--- config.mk ---
export PLATFORM = sky130hd
export DESIGN_NAME = phy_link_datapath
export DESIGN_NICKNAME = d
export VERILOG_FILES = /design/src/hdl/phy_link_pkg.sv /design/src/hdl/phy_link_datapath.sv /design/src/hdl/lane_packer.sv /design/src/hdl/lane_splitter.sv
export VERILOG_INCLUDE_DIRS = /design/src /design/src/hdl
export SDC_FILE = /design/constraint.sdc
export NUM_CORES = 1
export LEC_CHECK = 0
export BUFFER_PORTS_ARGS = -buffer_cell sky130_fd_sc_hd__buf_2
export CORE_MARGIN = 3
export CORE_UTILIZATION = 35
export DETAILED_ROUTE_END_ITERATION = 6
export GPL_ROUTABILITY_DRIVEN = 0
export PLACE_DENSITY_LB_ADDON = 0.25
export SLEW_MARGIN = 10
export SYNTH_ARGS = -nofsm -noshare
export SYNTH_HDL_FRONTEND = slang
export SYNTH_HIERARCHICAL = 1
export SYNTH_SLANG_ARGS = --single-unit
--- constraint.sdc ---
create_clock -name sys_clk -period 5.3 [get_ports sys_clk]
set_clock_uncertainty 0.05 [all_clocks]
set_input_delay 0.265 -clock sys_clk [delete_from_list [all_inputs] [get_ports sys_clk]]
set_output_delay 0.265 -clock sys_clk [all_outputs]
set_load 0.05 [all_outputs]
--- src/hdl/phy_link_consts.svh ---
// Constants of the PHY-link datapath: clock rates, lane widths and reset values
`ifndef PHY_LINK_CONSTS_SVH
`define PHY_LINK_CONSTS_SVH

// Rates in kHz
`define SYS_CLK_KHZ      64'd200000
`define LEGACY_LINK_KHZ  64'd49152
`define NEWER_LINK_KHZ   64'd98304

// Phase step per sys_clk; truncation makes the link clock run a hair slow, never fast
`define NCO_STEP(khz)    32'((64'(khz) << 32) / `SYS_CLK_KHZ)

// Serial rates in kbit/s, for reference by speed code
`define S100_KBPS        98304
`define S200_KBPS        196608
`define S400_KBPS        393216
`define S400B_KBPS       491520
`define S800_KBPS        983040

// Lane widths on the parallel link data lines
`define WIDTH_S100       4'h2
`define WIDTH_S200       4'h4
`define WIDTH_S400       4'h8
`define WIDTH_NEWER      4'h8

// Reset values
`define NCO_RESET        32'h0
`define SCRAMBLE_RESET   16'hffff

`endif

--- src/hdl/phy_link_pkg.sv ---
// Types shared by the PHY-link datapath modules
`default_nettype none
package phy_link_pkg;
    typedef enum logic [2:0] {SPD_S100, SPD_S200, SPD_S400, SPD_S400B, SPD_S800} speed_type;
    typedef enum logic {LINK_HALTED, LINK_RUNNING} link_state_type;
endpackage
`default_nettype wire

--- src/hdl/phy_link_datapath.sv ---
// PHY-link datapath: link clock, parallel lanes, cable port modes and repeating
// Notes on behaviour
// - Legacy link mode drives a 49.152 MHz clock to the link controller.
// - Newer link mode drives a 98.304 MHz clock to the link controller.
// - Legacy lanes carry 2/4/8 bits per clock; newer lanes carry 8 bits.
// - Outbound link chunks are latched, packed into bytes, then encoded for the cable.
// - Cable rates are S100, S200, S400, S400B or S800.
// - Select held low for a legacy link; interface runs the legacy protocol.
// - Select held high for a newer link; interface runs the newer protocol.
// - Select never picks cable mode; low select disables owner-supervisor arbitration.
// - Ports facing legacy devices use data-strobe signalling at S100, S200 or S400.
// - Bilingual ports facing newer nodes use newer signalling at S400B or S800.
// - Each bilingual port picks its signalling from the attached port's capability.
// - A port forced to legacy never uses newer signalling.
// - Received bytes split into 2/4/8 bit chunks on the local link clock.
// - Received data is repeated on every other connected, active port.
// - Power-down input high stops the PLL and the link clock.
`timescale 1ns/1ps
`default_nettype none
`include "phy_link_consts.svh"
module phy_link_datapath #(
    parameter int PORTS  = 3,
    parameter int LINK_W = 8
) (
    // Clock and reset
    input  wire logic                          sys_clk,
    input  wire logic                          rst,
    // Straps and power
    input  wire logic                          link_protocol_select,
    input  wire logic                          pll_power_down_input,
    // Link transmit lanes
    input  wire logic [LINK_W-1:0]             link_tx_data,
    input  wire logic                          link_tx_valid,
    input  wire phy_link_pkg::speed_type       link_tx_speed,
    // Link clock and receive lanes
    output logic                               link_clk_out,
    output logic [LINK_W-1:0]                  link_rx_data,
    output logic                               link_rx_valid,
    output logic                               link_rx_overrun,
    // Port configuration and status
    input  wire logic [PORTS-1:0]              port_connected,
    input  wire logic [PORTS-1:0]              port_active,
    input  wire logic [PORTS-1:0]              port_force_legacy,
    input  wire logic [PORTS-1:0]              port_peer_bilingual,
    // Cable receive bytes
    input  wire logic [PORTS*LINK_W-1:0]       cable_rx_byte,
    input  wire logic [PORTS-1:0]              cable_rx_valid,
    input  wire logic [PORTS*3-1:0]            cable_rx_speed,
    // Cable transmit bytes
    output logic [PORTS*LINK_W-1:0]            cable_tx_byte,
    output logic [PORTS-1:0]                   cable_tx_valid,
    output logic [PORTS*3-1:0]                 cable_tx_speed,
    output logic [PORTS-1:0]                   port_bilingual_mode,
    // Node status
    output logic                               owner_supervisor_arbitration,
    output logic                               pll_running
);
    import phy_link_pkg::*;

    typedef struct packed {
        link_state_type            lstate;
        logic [31:0]               phase;
        logic                      clk;
        logic                      tick;
        logic                      osa_en;
        logic [PORTS-1:0]          bilingual;
        logic [15:0]               scram;
        logic [PORTS*LINK_W-1:0]   tx_byte;
        logic [PORTS-1:0]          tx_valid;
        logic [PORTS*3-1:0]        tx_speed;
        logic [LINK_W-1:0]         rx_byte;
        logic                      rx_load;
        logic [3:0]                rx_width;
    } datapath_state_type;

    datapath_state_type st_reg;
    datapath_state_type st_next;

    logic [32:0]       phase_sum;
    logic [31:0]       phase_step;
    logic [PORTS-1:0]  live;
    logic [PORTS-1:0]  repeat_mask;
    logic              rx_found;
    logic [LINK_W-1:0] rx_pick;
    speed_type         rx_speed;
    logic [LINK_W-1:0] packed_byte;
    logic              packed_valid;
    logic              scram_used;

    // Lane width follows requested speed only in legacy link mode
    function automatic logic [3:0] lane_width(speed_type spd, logic newer);
        if (newer) begin
            return `WIDTH_NEWER;
        end

        case (spd)
            SPD_S100: return `WIDTH_S100;
            SPD_S200: return `WIDTH_S200;
            default:  return `WIDTH_S400;
        endcase
    endfunction

    // Clamp a speed to what the port's signalling can carry
    function automatic speed_type port_speed(speed_type spd, logic bilingual);
        if (bilingual) begin
            return (spd == SPD_S800) ? SPD_S800 : SPD_S400B;
        end
        return (spd > SPD_S400) ? SPD_S400 : spd;
    endfunction

    // Eight steps of the cable scrambler per byte
    function automatic logic [15:0] scram_advance(logic [15:0] s);
        logic [15:0] v;

        v = s;

        for (int i = 0; i < 8; i++) begin
            v = {v[14:0], v[15] ^ v[13] ^ v[12] ^ v[10]};
        end
        return v;
    endfunction

    lane_packer #(
        .LINK_W      (LINK_W)
    ) u_packer (
        .sys_clk     (sys_clk),
        .rst         (rst),
        .tick        (st_reg.tick),
        .chunk_valid (link_tx_valid),
        .chunk       (link_tx_data),
        .chunk_width (lane_width(link_tx_speed, st_reg.osa_en)),
        .byte_out    (packed_byte),
        .byte_valid  (packed_valid)
    );

    lane_splitter #(
        .LINK_W      (LINK_W)
    ) u_splitter (
        .sys_clk     (sys_clk),
        .rst         (rst),
        .byte_load   (st_reg.rx_load),
        .byte_in     (st_reg.rx_byte),
        .byte_width  (st_reg.rx_width),
        .tick        (st_reg.tick),
        .chunk_out   (link_rx_data),
        .chunk_valid (link_rx_valid),
        .overrun     (link_rx_overrun)
    );

    always_comb begin
        st_next = st_reg;

        // Carry is the tick, msb the link clock
        phase_step = link_protocol_select ? `NCO_STEP(`NEWER_LINK_KHZ)
                                          : `NCO_STEP(`LEGACY_LINK_KHZ);
        phase_sum = {1'b0, st_reg.phase} + {1'b0, phase_step};

        live = port_connected & port_active;

        rx_found = 1'b0;
        rx_pick = '0;
        rx_speed = SPD_S100;
        repeat_mask = '0;
        scram_used = 1'b0;

        if (pll_power_down_input) begin
            // Link clock stands low while the PLL is stopped
            st_next.lstate = LINK_HALTED;
            st_next.phase = `NCO_RESET;
            st_next.clk = 1'b0;
            st_next.tick = 1'b0;
        end else begin
            st_next.lstate = LINK_RUNNING;
            st_next.phase = phase_sum[31:0];
            st_next.clk = phase_sum[31];
            st_next.tick = phase_sum[32];
        end

        st_next.osa_en = link_protocol_select;

        st_next.bilingual = ~port_force_legacy & port_peer_bilingual & port_connected;

        // Lowest-numbered receiving port wins; a healthy bus has only one
        for (int p = PORTS - 1; p >= 0; p--) begin
            if (cable_rx_valid[p] && live[p]) begin
                rx_found = 1'b1;
                rx_pick = cable_rx_byte[p*LINK_W +: LINK_W];
                rx_speed = speed_type'(cable_rx_speed[p*3 +: 3]);
                repeat_mask = live & ~(PORTS'(1) << p);
            end
        end

        st_next.rx_load = rx_found;
        st_next.rx_byte = rx_pick;
        st_next.rx_width = lane_width(rx_speed, link_protocol_select);

        // Repeating outranks local sends; a node does not talk while receiving
        st_next.tx_valid = '0;

        for (int p = 0; p < PORTS; p++) begin
            if (rx_found && repeat_mask[p]) begin
                st_next.tx_valid[p] = 1'b1;
                st_next.tx_speed[p*3 +: 3] = port_speed(rx_speed, st_next.bilingual[p]);
                st_next.tx_byte[p*LINK_W +: LINK_W] = st_next.bilingual[p]
                    ? rx_pick ^ st_reg.scram[LINK_W-1:0] : rx_pick;
                scram_used = scram_used | st_next.bilingual[p];
            end else if (!rx_found && packed_valid && live[p]) begin
                st_next.tx_valid[p] = 1'b1;
                st_next.tx_speed[p*3 +: 3] = port_speed(link_tx_speed, st_next.bilingual[p]);
                st_next.tx_byte[p*LINK_W +: LINK_W] = st_next.bilingual[p]
                    ? packed_byte ^ st_reg.scram[LINK_W-1:0] : packed_byte;
                scram_used = scram_used | st_next.bilingual[p];
            end
        end
        if (scram_used) begin
            st_next.scram = scram_advance(st_reg.scram);
        end
    end

    always_ff @(posedge sys_clk) begin
        if (rst) begin
            st_reg <= '0;
            st_reg.lstate <= LINK_HALTED;
            st_reg.scram <= `SCRAMBLE_RESET;
            st_reg.tx_speed <= '0;
        end else begin
            st_reg <= st_next;
        end
    end

    assign link_clk_out = st_reg.clk;

    assign cable_tx_byte = st_reg.tx_byte;
    assign cable_tx_valid = st_reg.tx_valid;
    assign cable_tx_speed = st_reg.tx_speed;
    assign port_bilingual_mode = st_reg.bilingual;

    assign owner_supervisor_arbitration = st_reg.osa_en;
    assign pll_running = (st_reg.lstate == LINK_RUNNING);

    for (genvar p = 0; p < PORTS; p++) begin : g_port_chk

    end
endmodule
`default_nettype wire

--- src/hdl/lane_packer.sv ---
// Packs 2, 4 or 8 bit link chunks, MSB first, into whole bytes
`timescale 1ns/1ps
`default_nettype none
module lane_packer #(
    parameter int LINK_W = 8
) (
    // Clock and reset
    input  wire logic              sys_clk,
    input  wire logic              rst,
    // Link side, sampled on link clock ticks
    input  wire logic              tick,
    input  wire logic              chunk_valid,
    input  wire logic [LINK_W-1:0] chunk,
    input  wire logic [3:0]        chunk_width,
    // Packed byte, one-cycle pulse
    output logic [LINK_W-1:0]      byte_out,
    output logic                   byte_valid
);
    import phy_link_pkg::*;

    typedef struct packed {
        logic [LINK_W-1:0] shift;
        logic [3:0]        fill;
        logic [LINK_W-1:0] out;
        logic              valid;
    } packer_state_type;

    packer_state_type  st_reg;
    packer_state_type  st_next;
    logic [LINK_W:0]   mask_wide;
    logic [LINK_W-1:0] merged;

    always_comb begin
        st_next = st_reg;
        st_next.valid = 1'b0;
        mask_wide = ((LINK_W+1)'(1) << chunk_width) - (LINK_W+1)'(1);
        merged = (st_reg.shift << chunk_width) | (chunk & mask_wide[LINK_W-1:0]);
        if (tick && chunk_valid) begin
            if (st_reg.fill + chunk_width >= 4'(LINK_W)) begin
                st_next.out = merged;
                st_next.valid = 1'b1;
                st_next.fill = 4'h0;
            end else begin
                st_next.shift = merged;
                st_next.fill = st_reg.fill + chunk_width;
            end
        end else if (tick) begin
            // A packet ending mid-byte leaves a fragment that is dropped
            st_next.fill = 4'h0;
        end
    end

    always_ff @(posedge sys_clk) begin
        if (rst) begin
            st_reg <= '0;
        end else begin
            st_reg <= st_next;
        end
    end

    assign byte_out = st_reg.out;
    assign byte_valid = st_reg.valid;
endmodule
`default_nettype wire

--- src/hdl/lane_splitter.sv ---
// Splits received bytes into 2, 4 or 8 bit chunks, one per link clock tick
`timescale 1ns/1ps
`default_nettype none
module lane_splitter #(
    parameter int LINK_W = 8
) (
    // Clock and reset
    input  wire logic              sys_clk,
    input  wire logic              rst,
    // Byte side
    input  wire logic              byte_load,
    input  wire logic [LINK_W-1:0] byte_in,
    input  wire logic [3:0]        byte_width,
    // Link side
    input  wire logic              tick,
    output logic [LINK_W-1:0]      chunk_out,
    output logic                   chunk_valid,
    output logic                   overrun
);
    import phy_link_pkg::*;

    typedef struct packed {
        logic [LINK_W-1:0] shift;
        logic [3:0]        left;
        logic [3:0]        width;
        logic [LINK_W-1:0] pend;
        logic [3:0]        pend_width;
        logic              pend_valid;
        logic [LINK_W-1:0] out;
        logic              valid;
        logic              overrun;
    } splitter_state_type;

    splitter_state_type st_reg;
    splitter_state_type st_next;

    always_comb begin
        st_next = st_reg;
        st_next.valid = 1'b0;
        if (tick && st_reg.left != 4'h0) begin
            st_next.out = st_reg.shift >> (4'(LINK_W) - st_reg.width);
            st_next.shift = st_reg.shift << st_reg.width;
            st_next.left = st_reg.left - st_reg.width;
            st_next.valid = 1'b1;
        end
        if (st_next.left == 4'h0 && st_reg.pend_valid) begin
            st_next.shift = st_reg.pend;
            st_next.width = st_reg.pend_width;
            st_next.left = 4'(LINK_W);
            st_next.pend_valid = 1'b0;
        end
        if (byte_load) begin
            // One byte of slack; a faster cable than link loses the newest byte
            if (st_next.pend_valid) begin
                st_next.overrun = 1'b1;
            end else begin
                st_next.pend = byte_in;
                st_next.pend_width = byte_width;
                st_next.pend_valid = 1'b1;
            end
        end
    end

    always_ff @(posedge sys_clk) begin
        if (rst) begin
            st_reg <= '0;
        end else begin
            st_reg <= st_next;
        end
    end

    assign chunk_out = st_reg.out;
    assign chunk_valid = st_reg.valid;
    assign overrun = st_reg.overrun;
endmodule
`default_nettype wire

==> impl_metrics.ini <==
[critical_path]
critPathCaptureType = flip-flop
r2r_cells = 7
ff2ff_setup_slack_ns = 1.47
crit_path_start_kind = flip-flop
arrival_ns = 4.06
timing.rr.start = owner_supervisor_arbitration
critPathKind = flip-flop to flip-flop
r2r-end = u_packer/byte_out[4]
crit_fanout = 18
crit_required_ns = 5.52

[timing]
layout_min_cycle_time_ns = 3.83
fmax_ghz = 0.261
final_hold_viol_count = 0
drv_slew = 0
setup_viol = 0
slew_headroom_pct = 21.9
rsz0062_at_grt = no
finalSetupTns_ns = 0
finalCritPeriodShare_pct = 72.3
worst_slew_pin_slew_ns = 1.15

[outcome]
violations = DRC
status = finished, violations left

[floorplan]
rows = 60
core_mm2 = 0.0272
dieArea_mm2 = 0.0299
die-width_um = 173
io_pins = 116
fp.dieH_um = 173
start_util_pct = 35.9

[global_route]
grt.total_usage_pct = 17.1
overflow = 0
grt_pass1_vias = 7769
antenna_found_initial = 0
grt_pass1_wl_mm = 42.1
grt_max_degree = 69

[layout]
area_delta_synth_final_pct = 9.79
regArea_mm2 = 0.00324
final_cell_area_mm2 = 0.0107
layout-drive-gt1-share_pct = 17.1
largest_reg_flops = 61
multiInputGateArea_mm2 = 0.00567
final_util_pct = 39.4
final_nets = 1249
fill_cells = 2814
antenna_cells = 0

[drt]
drt-vias-per-instance = 5.36
wl_per_cell_um = 16.9
ant_nets = 0
drtPass1Iterations = 7
route.detailed.drc = 2
routed_wl_mm = 26.1
num_vias = 8269
drt-initial-drc-count = 545

[yosys]
synth.yosys.warnings = 6
synthCells = 1142
syn_area_per_cell_um2 = 8.54
syn_area_mm2 = 0.00975
ys_seq_area_share_pct = 33.2
async_flop_share_pct = 0
synth.distinct_cells = 87
synthFlopType = dfxtp_1
synth-edff-count = 0
synth_seq_cells = 162

[hold_path]
min_path_cells = 3
worst_hold_startpoint = link_tx_data[0]
hold_end = u_packer/st_reg[13]
hold_class = input pin to flip-flop

[clocking]
clk_pin_slew_worst_paths_ns = 0.07
post_cts_buffers = 0
cts_resized = 0
hold_buffers = 0
insertion_delay_ns = 0.43
cts_buffers = 17
cts-htree-levels = 4
cts_tree = done
cts_root_buf = clkbuf_16
cts_buffer_depth = 2
cts_sinks = 162

[place]
placed_area_mm2 = 0.0101
portBuffers = 115
hpwl_mm = 18.9

[run]
cap_violations = 0

[power_and_ir_drop]
cellPowerDensity_mw_per_mm2 = 277
power.leakage_nw = 4.16
ir_drop_mv = 0.210
synth_stat cells, types with 4 or more instances:
cell       instances  share of area [%]
a2111oi_0         11               0.99
a211oi_1          19                1.5
a211oi_2           5               0.64
a21o_1             9               0.69
a21oi_1           80                4.1
a221o_1           10                1.0
a22o_1            16                1.4
a22oi_1           10               0.77
a311oi_2           5               0.77
a31oi_1           19                1.2
and2_1            13               0.83
and3_1             7               0.45
and3b_1            5               0.45
buf_2             15               0.77
buf_4             63                4.8
clkbuf_1          41                1.6
dfxtp_1          162                 33
ha_1              25                3.2
inv_1             26                1.0
mux2_2             4               0.46
mux2i_1           69                7.1
nand2_1           67                2.6
nand2b_1          14               0.90
nand3_1           31                1.6
nand3b_1           4               0.31
nor2_1           125                4.8
nor2b_1           16                1.0
nor3_1            54                2.8
o211ai_1           6               0.46
o21a_1             6               0.46
o21ai_0           30                1.5
o21ai_1            7               0.36
o21bai_1           4               0.31
o22ai_1            6               0.38
o31ai_1            4               0.31
or2_2              5               0.32
or3_1             16                1.0
or3b_1             6               0.54
xnor2_1           22                2.0
xor2_1            33                3.0
metrics by stage:
step	power (mW)	worst slack (ns)	hold slack [ns]	instances
2_1_floorplan	1.59	2.55	0.354	1144
3_3_place_gp	1.69	1.43	0.385	1510
3_5_place_dp	1.69	1.34	0.393	1510
4_1_cts	3.00	1.51	0.0481	1542
5_1_grt	3.09	1.18	0.0674	1542
6_report	2.97	1.47	0.0590	1542
cell families after synthesis:
| group | Yosys count | share of synthesized area (%) |
|---|---|---|
| AND/OR/NAND/NOR | 385 | 19.7 |
| AO/OA/AOI/OAI | 279 | 20.9 |
| flip-flops | 162 | 33.2 |
| buffers and inverters | 153 | 8.75 |
| multiplexers | 77 | 8.35 |
| XOR/XNOR | 57 | 5.27 |
| adder cells (fa/ha/maj) | 28 | 3.82 |
| other | 1 | 0.0384 |
worst max-delay path by stage:
stage	startpoint	endpoint	slack, ns	cells after the start
finish	owner_supervisor_arbitration	u_packer/byte_out[4]	1.47	7
global placement	link_tx_speed[2]	u_packer/byte_out[4]	1.43	8
floorplan	u_splitter/st_reg[25]	u_splitter/st_reg[13]	2.55	10
CTS	owner_supervisor_arbitration	u_packer/byte_out[6]	1.51	7
global route	owner_supervisor_arbitration	u_packer/byte_out[4]	1.18	7
detailed placement	link_tx_speed[1]	u_packer/byte_out[6]	1.34	8
power breakdown:
group / internal, mW / leakage (nW) / switching (mW)
combinational: 0.143 / 2.54 / 0.246
clock: 0.763 / 0.300 / 0.538
sequential: 1.25 / 1.31 / 0.0271
total: 2.16 / 4.16 / 0.811
cell type report:
type	count	share of cell area (%)
clock buffers	18	4.10
flip-flops and latches	162	30.3
repair buffers	120	5.75
clock inverters	14	1.64
multi-input cells	829	52.9
well taps	372	4.35
inverters	27	0.946
layout by cell type (no fill, tap or decap), types with 25 or more instances in the layout:
cell / instances
dfxtp_1: 162
nor2_1: 125
buf_2: 114
a21oi_1: 80
mux2i_1: 68
nand2_1: 67
nor3_1: 54
xor2_1: 33
nand3_1: 31
o21ai_0: 30
inv_1: 26
ha_1: 25
layer usage:
metal | global-route usage, % | routed length (µm) | vias up
li1 | - | - | 4097
met3 | 3.12 | 1490 | 22
met2 | 25.7 | 11200 | 248
met1 | 24.9 | 13100 | 3902
met5 | 0 | 0 | -
met4 | 4.90 | 357 | 0
critical path, stage by stage (launching register included):
cell and delay, ns:
dfxtp_1 0.31, or3_1 0.59, nor2_1 0.74, ha_1 0.42, a21oi_1 0.15, a211oi_1 0.96
or2_2 0.35, a311oi_2 0.11
No activity file was read; power rests on OpenSTA's default activity.
